File: src/hw/par_pkg.sv
// Package with the register map, field positions and reset values of the negotiation registers.
`default_nettype none

package par_pkg;

	// ==========================================================================
	// Register byte offsets
	// ==========================================================================
	localparam logic [7:0] OFS_PARTNER_ABILITY = 8'hC8;
	localparam logic [7:0] OFS_EXPANSION       = 8'hCC;
	localparam logic [7:0] OFS_MODE_CONTROL    = 8'hD0;
	localparam logic [7:0] OFS_CONFIG_STATUS   = 8'hD4;
	localparam logic [7:0] OFS_IRQ_ENABLE      = 8'hD8;
	localparam logic [7:0] OFS_FAST_TX_CONTROL = 8'hDC;

	// ==========================================================================
	// Partner ability and expansion fields
	// ==========================================================================
	localparam int BIT_PARTNER_T4        = 9;
	localparam int BIT_PARTNER_FAST_FULL = 8;
	localparam int BIT_PARTNER_FAST_HALF = 7;
	localparam int BIT_PARTNER_TEN_FULL  = 6;
	localparam int BIT_PARTNER_TEN_HALF  = 5;
	localparam int SELECTOR_W            = 5;
	localparam logic [4:0] SELECTOR_IEEE = 5'h01;
	localparam int BIT_EXP_PDF           = 4;
	localparam int BIT_EXP_PARTNER_NP    = 3;
	localparam int BIT_EXP_OWN_NP        = 2;
	localparam int BIT_EXP_PAGE          = 1;
	localparam int BIT_EXP_PARTNER_AN    = 0;

	// ==========================================================================
	// Mode control, configuration, interrupt and fast control fields
	// ==========================================================================
	localparam int BIT_LONG_SQUELCH = 11;
	localparam int BIT_SPEED        = 9;
	localparam int BIT_DUPLEX       = 8;
	localparam int BIT_PAUSE        = 7;
	localparam int IRQ_W            = 7;
	localparam int BIT_IRQ_ANC      = 6;
	localparam int BIT_IRQ_RFAULT   = 5;
	localparam int BIT_IRQ_LINK     = 4;
	localparam int BIT_IRQ_ACK      = 3;
	localparam int BIT_IRQ_PDF      = 2;
	localparam int BIT_IRQ_PAGE     = 1;
	localparam int BIT_IRQ_RXERR    = 0;
	localparam int BIT_RXERR_OFF    = 13;
	localparam int BIT_FAST_ANC     = 12;

	// ==========================================================================
	// Reset values, counts and bus answers
	// ==========================================================================
	localparam logic [6:0] RST_IRQ_ENABLE = 7'h00;
	localparam logic       RST_SQUELCH    = 1'b0;
	localparam logic       RST_RXERR_OFF  = 1'b0;
	localparam int         RX_ERR_LIMIT   = 64;
	localparam logic [1:0] RESP_OKAY      = 2'h0;
	localparam logic [1:0] RESP_SLVERR    = 2'h2;

endpackage : par_pkg

`default_nettype wire

File: src/hw/par_regs.sv
// Negotiation status, transceiver event and control registers behind an AXI4-Lite slave.
`default_nettype none
// Function
// - Partner T4, fast full/half, ten full/half abilities read in bits 9 to 5.
// - Partner five-bit selector reads in bits 4 to 0; 00001 means IEEE 802.3.
// - Expansion bit 4 latches a parallel detection fault until the register is read.
// - Expansion bit 1 latches a newly received page until the register is read.
// - Own next-page ability reads zero in bit 2; partner's in bit 3.
// - Expansion bit 0 follows whether the partner can auto-negotiate.
// - Mode bit 11 selects reduced long-cable squelch; resets to zero.
// - Configuration bit 9 reads one for 100 Mb/s, zero for 10 Mb/s.
// - Configuration bit 8 reads one for full duplex, zero for half.
// - Configuration bit 7 reads whether pause flow control is enabled.
// - Status bit 6 latches negotiation completion, cleared by reading.
// - Status bit 5 latches a remote fault, cleared by reading.
// - Status bit 4 latches link down, cleared by reading.
// - Status bit 3 latches a received link code word, cleared by reading.
// - Status bit 2 latches a parallel detection fault, cleared by reading.
// - Status bit 1 latches a received negotiation page, cleared by reading.
// - Count receive error packets; at 64 latch status bit 0, cleared by reading.
// - Writable enables at bits 6 to 0 match the status bits; reset disabled.
// - Fast control bit 13 stops the receive error counter; resets clear.
// - Fast control bit 12 mirrors the basic negotiation-complete status.
// - A latched bit reads one once after its event, then clears.

module par_regs #(
	parameter int ADDR_W = 8
) (
	input  wire logic              aclk,
	input  wire logic              aresetn,
	input  wire logic [ADDR_W-1:0] s_axi_awaddr,
	input  wire logic              s_axi_awvalid,
	output logic                   s_axi_awready,
	input  wire logic [31:0]       s_axi_wdata,
	input  wire logic [3:0]        s_axi_wstrb,
	input  wire logic              s_axi_wvalid,
	output logic                   s_axi_wready,
	output logic [1:0]             s_axi_bresp,
	output logic                   s_axi_bvalid,
	input  wire logic              s_axi_bready,
	input  wire logic [ADDR_W-1:0] s_axi_araddr,
	input  wire logic              s_axi_arvalid,
	output logic                   s_axi_arready,
	output logic [31:0]            s_axi_rdata,
	output logic [1:0]             s_axi_rresp,
	output logic                   s_axi_rvalid,
	input  wire logic              s_axi_rready,
	input  wire logic              partner_t4_ability,
	input  wire logic              partner_fast_full_ability,
	input  wire logic              partner_fast_half_ability,
	input  wire logic              partner_ten_full_ability,
	input  wire logic              partner_ten_half_ability,
	input  wire logic [4:0]        partner_selector,
	input  wire logic              partner_next_page_ability,
	input  wire logic              partner_negotiation_capable,
	input  wire logic              parallel_detect_fault,
	input  wire logic              page_received,
	input  wire logic              speed_100,
	input  wire logic              full_duplex,
	input  wire logic              pause_enabled,
	input  wire logic              negotiation_complete,
	input  wire logic              negotiation_done_evt,
	input  wire logic              remote_fault_evt,
	input  wire logic              link_down_evt,
	input  wire logic              ack_received_evt,
	input  wire logic              rx_error_packet,
	output logic                   long_cable_squelch,
	output logic                   transceiver_irq
);

	// ==========================================================================
	// Register bus: write channel
	// ==========================================================================
	// Address and data are held separately so that either may arrive first.
	logic              aw_have;
	logic              w_have;
	logic [ADDR_W-1:0] aw_addr_q;
	logic [31:0]       wdata_q;
	logic [3:0]        wstrb_q;

	wire aw_take    = s_axi_awvalid && s_axi_awready;
	wire w_take     = s_axi_wvalid && s_axi_wready;
	wire do_write   = aw_have && w_have;
	wire next_aw_have = do_write ? 1'b0 : (aw_have || aw_take);
	wire next_w_have  = do_write ? 1'b0 : (w_have || w_take);
	wire next_bvalid  = do_write ? 1'b1 : (s_axi_bvalid && !s_axi_bready);
	wire next_awready = !next_aw_have && !next_bvalid;
	wire next_wready  = !next_w_have && !next_bvalid;

	wire [7:0] wr_ofs = {aw_addr_q[7:2], 2'h0};
	wire wr_mode      = do_write && (wr_ofs == par_pkg::OFS_MODE_CONTROL);
	wire wr_enable    = do_write && (wr_ofs == par_pkg::OFS_IRQ_ENABLE);
	wire wr_fast      = do_write && (wr_ofs == par_pkg::OFS_FAST_TX_CONTROL);

	// ==========================================================================
	// Register bus: read channel
	// ==========================================================================
	wire       ar_take     = s_axi_arvalid && s_axi_arready;
	wire       next_rvalid = ar_take ? 1'b1 : (s_axi_rvalid && !s_axi_rready);
	wire       next_arready = !next_rvalid;
	wire [7:0] rd_ofs      = {s_axi_araddr[7:2], 2'h0};
	wire       rd_partner  = (rd_ofs == par_pkg::OFS_PARTNER_ABILITY);
	wire       rd_expand   = (rd_ofs == par_pkg::OFS_EXPANSION);
	wire       rd_modectl  = (rd_ofs == par_pkg::OFS_MODE_CONTROL);
	wire       rd_config   = (rd_ofs == par_pkg::OFS_CONFIG_STATUS);
	wire       rd_enable   = (rd_ofs == par_pkg::OFS_IRQ_ENABLE);
	wire       rd_fast     = (rd_ofs == par_pkg::OFS_FAST_TX_CONTROL);
	wire       rd_mapped   = rd_partner || rd_expand || rd_modectl
		|| rd_config || rd_enable || rd_fast;
	wire       clr_expand  = ar_take && rd_expand;
	wire       clr_status  = ar_take && rd_config;

	// ==========================================================================
	// Control registers
	// ==========================================================================
	logic [par_pkg::IRQ_W-1:0] irq_enable;
	logic                      rx_error_counter_off;

	wire next_squelch = (wr_mode && wstrb_q[1]) ? wdata_q[par_pkg::BIT_LONG_SQUELCH]
		: long_cable_squelch;
	wire [par_pkg::IRQ_W-1:0] next_irq_enable = (wr_enable && wstrb_q[0])
		? wdata_q[par_pkg::IRQ_W-1:0] : irq_enable;
	wire next_counter_off = (wr_fast && wstrb_q[1]) ? wdata_q[par_pkg::BIT_RXERR_OFF]
		: rx_error_counter_off;

	// ==========================================================================
	// Receive error counter
	// ==========================================================================
	// The count restarts after each full mark so a steady error stream keeps
	// re-raising the event rather than leaving it pinned high.
	logic [6:0] rx_error_count;

	wire rx_count_step = rx_error_packet && !rx_error_counter_off;
	wire rx_error_full = rx_count_step
		&& (rx_error_count == 7'(par_pkg::RX_ERR_LIMIT - 1));
	wire [6:0] next_rx_error_count = !rx_count_step ? rx_error_count
		: (rx_error_full ? 7'h00 : rx_error_count + 7'h01);

	// ==========================================================================
	// Latched event flags
	// ==========================================================================
	logic                      exp_parallel_fault;
	logic                      page_received_flag;
	logic [par_pkg::IRQ_W-1:0] irq_status;
	logic [par_pkg::IRQ_W-1:0] irq_events;
	logic [par_pkg::IRQ_W-1:0] next_irq_status;

	// A new event wins over the clear of the same read.
	wire next_exp_pdf  = (exp_parallel_fault && !clr_expand) || parallel_detect_fault;
	wire next_exp_page = (page_received_flag && !clr_expand) || page_received;

	assign irq_events[par_pkg::BIT_IRQ_ANC]    = negotiation_done_evt;
	assign irq_events[par_pkg::BIT_IRQ_RFAULT] = remote_fault_evt;
	assign irq_events[par_pkg::BIT_IRQ_LINK]   = link_down_evt;
	assign irq_events[par_pkg::BIT_IRQ_ACK]    = ack_received_evt;
	assign irq_events[par_pkg::BIT_IRQ_PDF]    = parallel_detect_fault;
	assign irq_events[par_pkg::BIT_IRQ_PAGE]   = page_received;
	assign irq_events[par_pkg::BIT_IRQ_RXERR]  = rx_error_full;

	genvar gi;
	generate
		for (gi = 0; gi < par_pkg::IRQ_W; gi = gi + 1)
		begin : g_latch
			assign next_irq_status[gi] = (irq_status[gi] && !clr_status)
				|| irq_events[gi];
		end
	endgenerate

	wire next_irq = |(next_irq_status & next_irq_enable);

	// ==========================================================================
	// Read data selection
	// ==========================================================================
	wire [15:0] val_partner = {6'h00,
		partner_t4_ability, partner_fast_full_ability, partner_fast_half_ability,
		partner_ten_full_ability, partner_ten_half_ability,
		partner_selector};
	wire [15:0] val_expand = {11'h000, exp_parallel_fault, partner_next_page_ability,
		1'b0, page_received_flag, partner_negotiation_capable};
	wire [15:0] val_modectl = {4'h0, long_cable_squelch, 11'h000};
	wire [15:0] val_config = {6'h00, speed_100, full_duplex, pause_enabled,
		irq_status};
	wire [15:0] val_enable = {9'h000, irq_enable};
	wire [15:0] val_fast = {2'h0, rx_error_counter_off, negotiation_complete,
		12'h000};
	wire [15:0] rd_value = rd_partner ? val_partner
		: rd_expand ? val_expand
		: rd_modectl ? val_modectl
		: rd_config ? val_config
		: rd_enable ? val_enable
		: rd_fast ? val_fast
		: 16'h0000;
	wire [1:0] rd_resp = rd_mapped ? par_pkg::RESP_OKAY : par_pkg::RESP_SLVERR;

	wire wr_mapped = (wr_ofs == par_pkg::OFS_PARTNER_ABILITY)
		|| (wr_ofs == par_pkg::OFS_EXPANSION)
		|| (wr_ofs == par_pkg::OFS_MODE_CONTROL)
		|| (wr_ofs == par_pkg::OFS_CONFIG_STATUS)
		|| (wr_ofs == par_pkg::OFS_IRQ_ENABLE)
		|| (wr_ofs == par_pkg::OFS_FAST_TX_CONTROL);
	wire [1:0] wr_resp = wr_mapped ? par_pkg::RESP_OKAY : par_pkg::RESP_SLVERR;

	// ==========================================================================
	// Bus handshake registers
	// ==========================================================================
	always_ff @(posedge aclk)
	begin
		if (!aresetn)
		begin
			aw_have       <= 1'b0;
			w_have        <= 1'b0;
			s_axi_awready <= 1'b0;
			s_axi_wready  <= 1'b0;
			s_axi_bvalid  <= 1'b0;
			s_axi_bresp   <= par_pkg::RESP_OKAY;
			s_axi_arready <= 1'b0;
			s_axi_rvalid  <= 1'b0;
			s_axi_rresp   <= par_pkg::RESP_OKAY;
			s_axi_rdata   <= 32'h0000_0000;
		end
		else
		begin
			aw_have       <= next_aw_have;
			w_have        <= next_w_have;
			s_axi_awready <= next_awready;
			s_axi_wready  <= next_wready;
			s_axi_bvalid  <= next_bvalid;
			s_axi_arready <= next_arready;
			s_axi_rvalid  <= next_rvalid;
			if (do_write)
			begin
				s_axi_bresp <= wr_resp;
			end
			if (ar_take)
			begin
				s_axi_rdata <= {16'h0000, rd_value};
				s_axi_rresp <= rd_resp;
			end
		end
	end

	// Payload holders carry no control meaning, so they need no reset.
	always_ff @(posedge aclk)
	begin
		if (aw_take)
		begin
			aw_addr_q <= s_axi_awaddr;
		end
		if (w_take)
		begin
			wdata_q <= s_axi_wdata;
			wstrb_q <= s_axi_wstrb;
		end
	end

	// ==========================================================================
	// Block state registers
	// ==========================================================================
	always_ff @(posedge aclk)
	begin
		if (!aresetn)
		begin
			long_cable_squelch   <= par_pkg::RST_SQUELCH;
			irq_enable           <= par_pkg::RST_IRQ_ENABLE;
			rx_error_counter_off <= par_pkg::RST_RXERR_OFF;
			rx_error_count       <= 7'h00;
			exp_parallel_fault   <= 1'b0;
			page_received_flag   <= 1'b0;
			irq_status           <= 7'h00;
			transceiver_irq      <= 1'b0;
		end
		else
		begin
			long_cable_squelch   <= next_squelch;
			irq_enable           <= next_irq_enable;
			rx_error_counter_off <= next_counter_off;
			rx_error_count       <= next_rx_error_count;
			exp_parallel_fault   <= next_exp_pdf;
			page_received_flag   <= next_exp_page;
			irq_status           <= next_irq_status;
			transceiver_irq      <= next_irq;
		end
	end

	// ==========================================================================
	// Assertions
	// ==========================================================================
	a_pdf_expansion_latch:
		assert property (@(posedge aclk) disable iff (!aresetn)
			parallel_detect_fault |=> exp_parallel_fault ##1 exp_parallel_fault
				|| (s_axi_rvalid && s_axi_rdata[par_pkg::BIT_EXP_PDF]))
		else $error("Parallel fault flag did not hold after its event.");

	a_page_flag_clear:
		assert property (@(posedge aclk) disable iff (!aresetn)
			(clr_expand && page_received_flag && !page_received)
				|=> !page_received_flag && s_axi_rdata[par_pkg::BIT_EXP_PAGE])
		else $error("Page flag was not returned and cleared by its read.");

	a_own_np_zero:
		assert property (@(posedge aclk) disable iff (!aresetn)
			(ar_take && rd_expand) |=> !s_axi_rdata[par_pkg::BIT_EXP_OWN_NP]
				&& s_axi_rvalid)
		else $error("Own next-page bit read as one.");

	a_squelch_write:
		assert property (@(posedge aclk) disable iff (!aresetn)
			(wr_mode && wstrb_q[1])
				|=> long_cable_squelch == $past(wdata_q[par_pkg::BIT_LONG_SQUELCH]))
		else $error("Squelch select did not follow its write.");

	a_speed_report:
		assert property (@(posedge aclk) disable iff (!aresetn)
			(ar_take && rd_config)
				|=> s_axi_rdata[par_pkg::BIT_SPEED] == $past(speed_100)
				&& s_axi_rdata[par_pkg::BIT_DUPLEX] == $past(full_duplex))
		else $error("Speed or duplex read back wrong.");

	a_anc_latch:
		assert property (@(posedge aclk) disable iff (!aresetn)
			negotiation_done_evt |=> irq_status[par_pkg::BIT_IRQ_ANC])
		else $error("Negotiation complete event was not latched.");

	a_rxerr_full:
		assert property (@(posedge aclk) disable iff (!aresetn)
			(rx_count_step && rx_error_count == 7'h3F)
				|=> irq_status[par_pkg::BIT_IRQ_RXERR] && rx_error_count == 7'h00)
		else $error("Receive error count did not flag at sixty-four.");

	a_counter_frozen:
		assert property (@(posedge aclk) disable iff (!aresetn)
			rx_error_counter_off |=> $stable(rx_error_count))
		else $error("Receive error counter moved while stopped.");

	a_read_clears:
		assert property (@(posedge aclk) disable iff (!aresetn)
			(clr_status && irq_status[par_pkg::BIT_IRQ_LINK] && !link_down_evt)
				|=> s_axi_rdata[par_pkg::BIT_IRQ_LINK]
				&& !irq_status[par_pkg::BIT_IRQ_LINK])
		else $error("Link fail flag was not returned then cleared.");

	a_fast_anc_mirror:
		assert property (@(posedge aclk) disable iff (!aresetn)
			(ar_take && rd_fast)
				|=> s_axi_rdata[par_pkg::BIT_FAST_ANC] == $past(negotiation_complete))
		else $error("Fast control did not mirror negotiation complete.");

	a_irq_gating:
		assert property (@(posedge aclk) disable iff (!aresetn)
			##1 transceiver_irq == (|(irq_status & irq_enable)))
		else $error("Interrupt request disagrees with flags and enables.");

	a_enable_write:
		assert property (@(posedge aclk) disable iff (!aresetn)
			(wr_enable && wstrb_q[0])
				|=> irq_enable == $past(wdata_q[par_pkg::IRQ_W-1:0]))
		else $error("Event enables did not follow their write.");

	a_partner_an_live:
		assert property (@(posedge aclk) disable iff (!aresetn)
			(ar_take && rd_expand)
				|=> s_axi_rdata[par_pkg::BIT_EXP_PARTNER_AN]
					== $past(partner_negotiation_capable)
				&& s_axi_rdata[par_pkg::BIT_EXP_PARTNER_NP]
					== $past(partner_next_page_ability))
		else $error("Partner negotiation abilities read back wrong.");

	a_rfault_latch:
		assert property (@(posedge aclk) disable iff (!aresetn)
			remote_fault_evt |=> irq_status[par_pkg::BIT_IRQ_RFAULT])
		else $error("Remote fault event was not latched.");

	a_link_latch:
		assert property (@(posedge aclk) disable iff (!aresetn)
			link_down_evt |=> irq_status[par_pkg::BIT_IRQ_LINK])
		else $error("Link down event was not latched.");

	a_page_status_latch:
		assert property (@(posedge aclk) disable iff (!aresetn)
			page_received |=> irq_status[par_pkg::BIT_IRQ_PAGE]
				&& page_received_flag)
		else $error("Received page was not latched in both registers.");

endmodule : par_regs

`default_nettype wire

File: config.mk
export PLATFORM = sky130hd
export DESIGN_NAME = par_regs
export DESIGN_NICKNAME = d
export VERILOG_FILES = /design/src/hw/par_pkg.sv /design/src/hw/par_regs.sv
export SDC_FILE = /design/constraint.sdc
export NUM_CORES = 1
export LEC_CHECK = 0
export BUFFER_PORTS_ARGS = -buffer_cell sky130_fd_sc_hd__buf_4
export CAP_MARGIN = 30
export CORE_UTILIZATION = 47
export CTS_CLUSTER_SIZE = 30
export DETAILED_ROUTE_END_ITERATION = 6
export GPL_TIMING_DRIVEN = 1
export HOLD_SLACK_MARGIN = 0.12
export PLACE_DENSITY_LB_ADDON = 0.05
export SLEW_MARGIN = 25
export SYNTH_ARGS = -nofsm -noshare
export SYNTH_HDL_FRONTEND = slang
export SYNTH_SLANG_ARGS = --single-unit
File: constraint.sdc
create_clock -name aclk -period 2.1 [get_ports aclk]
set_input_delay 0.21 -clock aclk [delete_from_list [all_inputs] [get_ports aclk]]
set_output_delay 0.21 -clock aclk [all_outputs]
set_load 0.1 [all_outputs]
* Word-level counts from Yosys, hierarchy flattened
Cells that the tools add are included.
** Storage, ports and cells
- Register bits :: 77
- Bits of input ports :: 82
- Output and inout port bits :: 43
- Word-level logic and storage cells :: 108
** Cells by class
- Add/subtract/negate cells :: 1
- Equality and inequality tests :: 13
- Multiplexer cells :: 14
- Bitwise gates (word level) :: 1
- Reduce and logical (&&, ||, !) cells :: 58
** Operator list (count)
- 14-bit 2-to-1 mux :: 6
- 6-bit == test (second input constant) :: 12
- 1-bit logical AND :: 27
- 1-bit logical OR :: 21
- 7-bit 2-to-1 mux :: 2
- 1-bit zero test :: 9
- 7-bit by 1-bit adder with 7-bit output (second input constant) :: 1
- 7-bit AND :: 1
- 7-bit by 6-bit == test with 1-bit output (second input constant) :: 1
- 7-bit OR reduction :: 1
- 1-bit 2-to-1 mux :: 4
- 2-bit 2-to-1 mux :: 2

* Depth between registers and ports, before layout
Gate-level depths: netlist of run 1.
- Depth in word-level cells :: 7
- Mapped depth :: 6
- Gate-level depth less buffers :: 6

* Worst setup path after synthesis of run 1
OpenSTA, ideal clock, no wires.
- Path type :: register to register
- Start point :: register s_axi_arready
- End point :: register transceiver_irq
- Library setup time :: 0.125 ns
- Arrival :: 2.101 ns
- Data required time :: 1.975 ns
- Path slack :: -0.127 ns
- Cell stages (with the launch flop) :: 7
- Buffers on the path :: 1
- Clock period less this slack :: 2.227 ns
- Cell sequence :: dfxtp_1 -> and2_1 -> buf_4 -> nand4_4 -> a21oi_1 -> o22ai_1 -> o41a_1
** Between the ends
- Word-level cells in the longest chain between the ends :: 7
- Elaborated cells on any way between the ends :: 19
- Those cells by class :: 1 x bitwise; 18 x reduce/logical
** RTL lines
- from (decl) :: RTL line par_regs.sv:43 : output logic s_axi_arready,
- from (signal assigned) :: RTL line par_regs.sv:228 : s_axi_arready <= next_arready;
- 1-bit logical AND * :: RTL line par_regs.sv:98 : wire ar_take = s_axi_arvalid && s_axi_arready;
- 1-bit logical AND * :: RTL line par_regs.sv:111 : wire clr_status = ar_take && rd_config;
- 1-bit zero test * :: RTL line par_regs.sv:164 : assign next_irq_status[gi] = (irq_status[gi] && !clr_status)
- 1-bit logical AND :: RTL line par_regs.sv:164
- 1-bit logical OR :: RTL line par_regs.sv:165 : || irq_events[gi];
- 7-bit AND * :: RTL line par_regs.sv:169 : wire next_irq = |(next_irq_status & next_irq_enable);
- 7-bit OR reduction * :: RTL line par_regs.sv:169
- to (signal assigned) :: RTL line par_regs.sv:281 : transceiver_irq <= next_irq;
- to (decl) :: RTL line par_regs.sv:68 : output logic transceiver_irq
Every way passes the cells marked *; elsewhere a longest branch is shown, timed or not.
A chain may end at the register's enable or synchronous reset.

* Worst setup path after layout of run 1
- Start point :: register aw_addr_q[5]
- End point :: register transceiver_irq
** Between the ends
- Word-level cells in the longest chain between the ends :: 6
** RTL lines
- from (decl) :: RTL line par_regs.sv:77 : logic [ADDR_W-1:0] aw_addr_q;
- from (signal assigned) :: RTL line par_regs.sv:247 : aw_addr_q <= s_axi_awaddr;
- 6-bit == test :: RTL line par_regs.sv:92 : wire wr_enable = do_write && (wr_ofs == par_pkg::OFS_IRQ_ENABLE);
- 1-bit logical AND :: RTL line par_regs.sv:92
- 1-bit logical AND :: RTL line par_regs.sv:121 : wire [par_pkg::IRQ_W-1:0] next_irq_enable = (wr_enable && wstrb_q[0])
- 7-bit 2-to-1 mux :: RTL line par_regs.sv:122 : ? wdata_q[par_pkg::IRQ_W-1:0] : irq_enable;
- 7-bit AND :: RTL line par_regs.sv:169
- 7-bit OR reduction :: RTL line par_regs.sv:169
No other way between the ends.

==> results.toml, run 1 <==
[global_route]
grt_pass1_vias = 2035
antenna_found_initial = 0
grt_max_degree = 41
grt.total_usage = 0.200
grt_pass1_wl_um = 9430
grt-ovfl-total = 0

[placed_design]
place_area_um2 = 3430
dp_cells = 418
gp_congestion = 0.738
portBuffers = 74
dpl.hpwl_um = 4150

[critical_path]
arrival_ns = 2.23
worst_path_largest_cell_delay_ns = 0.42
start_kind = "flip-flop"
crit_type = "reg2reg"
critPathSlowestCell = "edfxtp_1"
cp_max_fo = 4
required_ns = 2.32
path_cells = "nand4bb_4 > nor3_4 > buf_4 > mux2i_1 > o22ai_1 > o41a_1"
cp-end-kind = "flip-flop"

[sta]
maxSlewViolCount = 0
setup_violations = 0
period_share = 0.959
max_slew.worst_pin.slew_ns = 0.545
min_period_ns = 2.01
hold_viol_final = 0
timing.hold.ws_ns = 0.136
max_freq_mhz = 496
slew_headroom = 0.636
fin_worst_skew_ns = 0.00711

[route]
viasPerCell = 4.88
drt_iter0_drc = 82
wl_um = 5980
drc_errors = 0
ant_nets = 0
num_vias = 2240
dr.pass1.iters = 4
wl_per_cell_um = 13.0

[cts]
root_buffer = "clkbuf_8"
cts_tree = "yes"
htreeDepth = 3
cts.path.max_buffers = 2
clkSinkCount = 65
clk_latency_ns = 0.34
cts.clk_slew.worst_paths_ns = 0.07
numCtsBuffers = 9
cts_resized = 0

[logic_synthesis]
synth_top_area_cell = "dfxtp_1"
ys_top_cells_by_area = "dfxtp_1 33%, edfxtp_1 18%, buf_4 5.7%"
ys_warn_count = 0
netlist_top_cells_count = "48 x dfxtp_1, 25 x nor2_1, 22 x buf_4"
seq_area_frac_synth = 0.511
synth_area_um2 = 2880
synth-seq-cells = 65
ys_async_sr_fraction = 0
synth_cell_type_count = 53
synth_top_area_frac = 0.334
synth-edff-count = 17
avgSynthCellArea_um2 = 10.4
yosysMostFrequentCell = "dfxtp_1"
netlist_instances = 276
synth_ff_type = "dfxtp_1"

[power_and_ir_drop]
intPower_mw = 1.96
vdd_drop_max_v = 0.000450
clock_power_share = 0.317
power_mw = 2.88
p_leak_nw = 1.63
powerDensity_nw_per_um2 = 750
switchingPower_mw = 0.921
power_switching_share = 0.320
pwr-share-comb = 0.208
p_seq_frac = 0.475

[job]
maxCapViolations = 0

[floorplanning]
die_h_um = 80.3
die_area_um2 = 6440
start_util = 0.486
die_w_um = 80.3
io_pins = 125
coreArea_um2 = 5920
row_count = 28

[finish]
final-instance-count-excl-fill = 459
final_nets = 462
drive_above_1_share = 0.292
stdcell_area_um2 = 3840
fillCellCount = 501
area_delta_synth_final_pct = 33.4
diodes = 0

[status]
outcome = "complete, no violations"

[min_path]
worstHoldPathType = "in2reg"
cell families (layout without fill, tap and decap cells):
group / after synthesis / after routing / synth area share
and+or+nand+nor: 108 / 108 / 0.227
DFF: 65 / 65 / 0.511
AOI/OAI and AO/OA: 43 / 43 / 0.101
buffers and inverters: 36 / 124 / 0.0795
muxes: 18 / 18 / 0.0639
xor gates and xnor gates: 4 / 4 / 0.0122
adders and majority gates: 1 / 1 / 0.00434
other: 1 / 21 / 0.00130
path summary, 6_finish.rpt:
kind | end | startpoint | slack, ns | cells past startpoint
hold reg to reg | rx_error_count[6] | rx_error_count[6] | 0.45 | 1
setup / recovery | transceiver_irq | aw_addr_q[5] | 0.09 | 6
hold / removal | irq_status[3] | ack_received_evt | 0.14 | 3
setup reg to reg | transceiver_irq | aw_addr_q[5] | 0.09 | 6
routing by layer:
metal / GRT usage / part of all wire / up-vias / wire length, um
li1: - / - / 1143 / -
met1: 0.248 / 0.47 / 1011 / 2820
met2: 0.315 / 0.46 / 77 / 2750
met3: 0.0705 / 0.056 / 9 / 332
met4: 0.0804 / 0.012 / 0 / 71
met5: 0 / 0 / - / 0
power by group through the flow:
stage	clock network, mW	logic [mW]	registers, mW
final	0.914	0.600	1.37
after detailed placement	0	0.568	1.40
after floorplan	0	0.313	1.54
after global routing	1.01	0.634	1.37
after CTS	0.941	0.600	1.37
after global placement	0	0.565	1.40
cell type report:
type	count	area [um2]	area share
Sequential cell	65	1470	0.383
Multi-Input combinational cell	195	1250	0.326
Timing Repair Buffer	104	836	0.217
Clock buffer	10	138	0.0358
Tap cell	75	93.8	0.0244
Clock inverter	6	33.8	0.00879
Inverter	4	15.0	0.00391
sequential cells by signal, indices dropped and copies added (netlist names):
| signal | flops |
|---|---|
| aw_have | 1 |
| page_received_flag | 1 |
| irq_status | 7 |
| long_cable_squelch | 1 |
| s_axi_bvalid | 1 |
| s_axi_arready | 1 |
| s_axi_rresp | 1 |
| s_axi_rvalid | 1 |
| s_axi_rdata | 13 |
| rx_error_counter_off | 1 |
| irq_enable | 7 |
| wstrb_q | 2 |
| transceiver_irq | 1 |
| rx_error_count | 7 |
| w_have | 1 |
| s_axi_bresp | 1 |
| aw_addr_q | 6 |
| s_axi_wready | 1 |
| s_axi_awready | 1 |
| wdata_q | 9 |
| exp_parallel_fault | 1 |
what timing repair did:
action / CTS / global route
setup endpoints to repair: 0 / 1
endpoints found under the hold margin: 21 / 1
hold buffers: 21 / 1
setup buffers: 0 / 3
worst max-delay path, delay by kind of cell, from the launching register on:
family                 cells  cell delay, ns
multiplexers               1            0.25
flip-flops                 1            0.42
AND/OR/NAND/NOR            2            0.54
AO/OA/AOI/OAI              2            0.52
buffers and inverters      1            0.17
cells in the final DEF (no fill, tap or decap), types with 10 or more instances in the layout:
cell           count
conb_1            21
nand2_1           20
clkbuf_8          10
nor2b_1           16
dlygate4sd3_1     22
dfxtp_1           47
nor2_1            25
edfxtp_1          17
a21oi_1           13
buf_4             82
mux2i_1           15
through the flow:
step / setup TNS, ns / worst slack (ns) / util
2_1_floorplan: 0 / 0.202 / -
3_3_place_gp: 0 / 0.115 / 0.579
3_5_place_dp: 0 / 0.0603 / 0.579
4_1_cts: 0 / 0.0426 / 0.644
5_1_grt: -0.00759 / -0.00759 / 0.649
6_report: 0 / 0.0855 / 0.649
(Power assumes the default switching activity.)
==> run 2: changes to the inputs <==
Settings changed: RECOVER_POWER from default to 50, SLEW_MARGIN 25 to 30.
==> run 2 against run 1 <==
Net effect: fmax grew 0.21%; sequential share of layout area grew 0.31 points; clock skew shrank 0.0022 ns; global-route usage is the same; combinational power shrank 1%; total power shrank 0.37%; critical path depth is the same; die area is the same; cell count is the same; routed wire length shrank 0.40%; hold slack lost 0.00072 ns; sequential cell count is the same; largest power group unchanged; highest routed layer unchanged.
==> results.toml, run 2 (synthesis gave the netlist of run 1 again) <==
[route]
drt_iter0_drc = 72
ant_nets = 0
wl_um = 5950
wl_per_cell_um = 13.0
viasPerCell = 4.88
num_vias = 2239
dr.pass1.iters = 4
drc_errors = 0

[critical_path]
crit_type = "reg2reg"
cp_top_family = "simple AND/OR/NAND/NOR gates"
cp-end-kind = "flip-flop"
critPathSlowestCell = "edfxtp_1"
rr_worst_depth = 6
arrival_ns = 2.23
path_cells = "nand4bb_4 > nor3_4 > buf_4 > mux2i_1 > o22ai_1 > o41a_1"
worst_path_largest_cell_delay_ns = 0.41
cp.depth = 6
crit_buf_inv = 1
required_ns = 2.32
start_kind = "flip-flop"
cp_max_fo = 4

[placed_design]
dp_cells = 418
place_area_um2 = 3430
dpl.hpwl_um = 4150
portBuffers = 74
gp_congestion = 0.738

[sta]
maxSlewViolCount = 0
hold_viol_final = 0
fin_worst_skew_ns = 0.00487
setup_violations = 0
max_freq_mhz = 497
max_slew.worst_pin.slew_ns = 1.20
min_period_ns = 2.01
timing.hold.ws_ns = 0.135
period_share = 0.957
slew_headroom = 0.203

[cts]
cts.clk_slew.worst_paths_ns = 0.07
root_buffer = "clkbuf_8"
htreeDepth = 3
numCtsBuffers = 9
cts_tree = "yes"
clkSinkCount = 65
cts.path.max_buffers = 2
clk_latency_ns = 0.33
cts_resized = 0

[finish]
area_delta_synth_final_pct = 32.3
largest_reg_flops = 13
final-instance-count-excl-fill = 459
fillCellCount = 513
final_common_cell = "buf_4"
seq_area_um2 = 1470
drive_above_1_share = 0.268
reg_top3 = "s_axi_rdata: 13 flops, wdata_q: 9 flops"
layout_common_cells = "56 x buf_4, 48 x dfxtp_1, 25 x nor2_1"
diodes = 0
postLayoutCoreUtil = 0.643
stdcell_area_um2 = 3810
final_nets = 462
regMostFlops = "s_axi_rdata"
multi_input_area_um2 = 1250

[status]
outcome = "complete, no violations"

[global_route]
grt.total_usage = 0.200
grt_max_degree = 41
antenna_found_initial = 0
grt-ovfl-total = 0
grt_pass1_vias = 2035
grt_pass1_wl_um = 9430

[min_path]
holdPathStages = 3
worstHoldPathType = "in2reg"

[job]
maxCapViolations = 0

[floorplanning]
die_h_um = 80.3
io_pins = 125
die_area_um2 = 6440
row_count = 28
coreArea_um2 = 5920
start_util = 0.486
die_w_um = 80.3

[power_and_ir_drop]
powerDensity_nw_per_um2 = 754
p_leak_nw = 1.59
vdd_drop_max_v = 0.000451
power_mw = 2.87
==> run 2: final timing paths <==
kind	slack, ns	startpoint	to
min	0.14	ack_received_evt	irq_status[3]
max reg2reg	0.09	aw_addr_q[5]	transceiver_irq
max	0.09	aw_addr_q[5]	transceiver_irq
min reg2reg	0.45	rx_error_count[6]	rx_error_count[6]
==> run 2: layer usage <==
layer / part of all wire / vias to the layer above / track usage
met5: 0 / - / 0
met4: 0.012 / 0 / 0.0804
met3: 0.051 / 9 / 0.0705
met2: 0.47 / 73 / 0.315
met1: 0.47 / 1012 / 0.248
li1: - / 1145 / -
==> run 2: worst register-to-register path: stages, from the launching register on <==
cell and delay [ns]:
edfxtp_1 0.41, nand4bb_4 0.27, nor3_4 0.27, buf_4 0.17, mux2i_1 0.25, o22ai_1 0.11, o41a_1 0.41
==> run 2: layout make-up <==
type | count | area share
Tap cell | 75 | 0.0246
Multi-Input combinational cell | 195 | 0.329
Clock inverter | 6 | 0.00887
Inverter | 4 | 0.00394
Clock buffer | 10 | 0.0361
Sequential cell | 65 | 0.386
Timing Repair Buffer | 104 | 0.211
==> run 2: what timing repair did <==
action                                  CTS  global route
endpoints found under the hold margin    21             1
setup buffers                             0             3
hold buffers                             21             1
endpoints found under the setup margin    0             1
==> run 2: stage by stage <==
| stage | setup TNS [ns] | worst slack, ns |
|---|---|---|
| floorplan | 0 | 0.202 |
| global placement | 0 | 0.115 |
| detailed placement | 0 | 0.0603 |
| CTS | 0 | 0.0426 |
| global route | -0.00759 | -0.00759 |
| finish | 0 | 0.0897 |
==> run 2: where the power goes <==
part | switching (mW) | internal (mW)
logic | 0.430 | 0.162
registers | 0.0267 | 1.34
clock network | 0.463 | 0.449
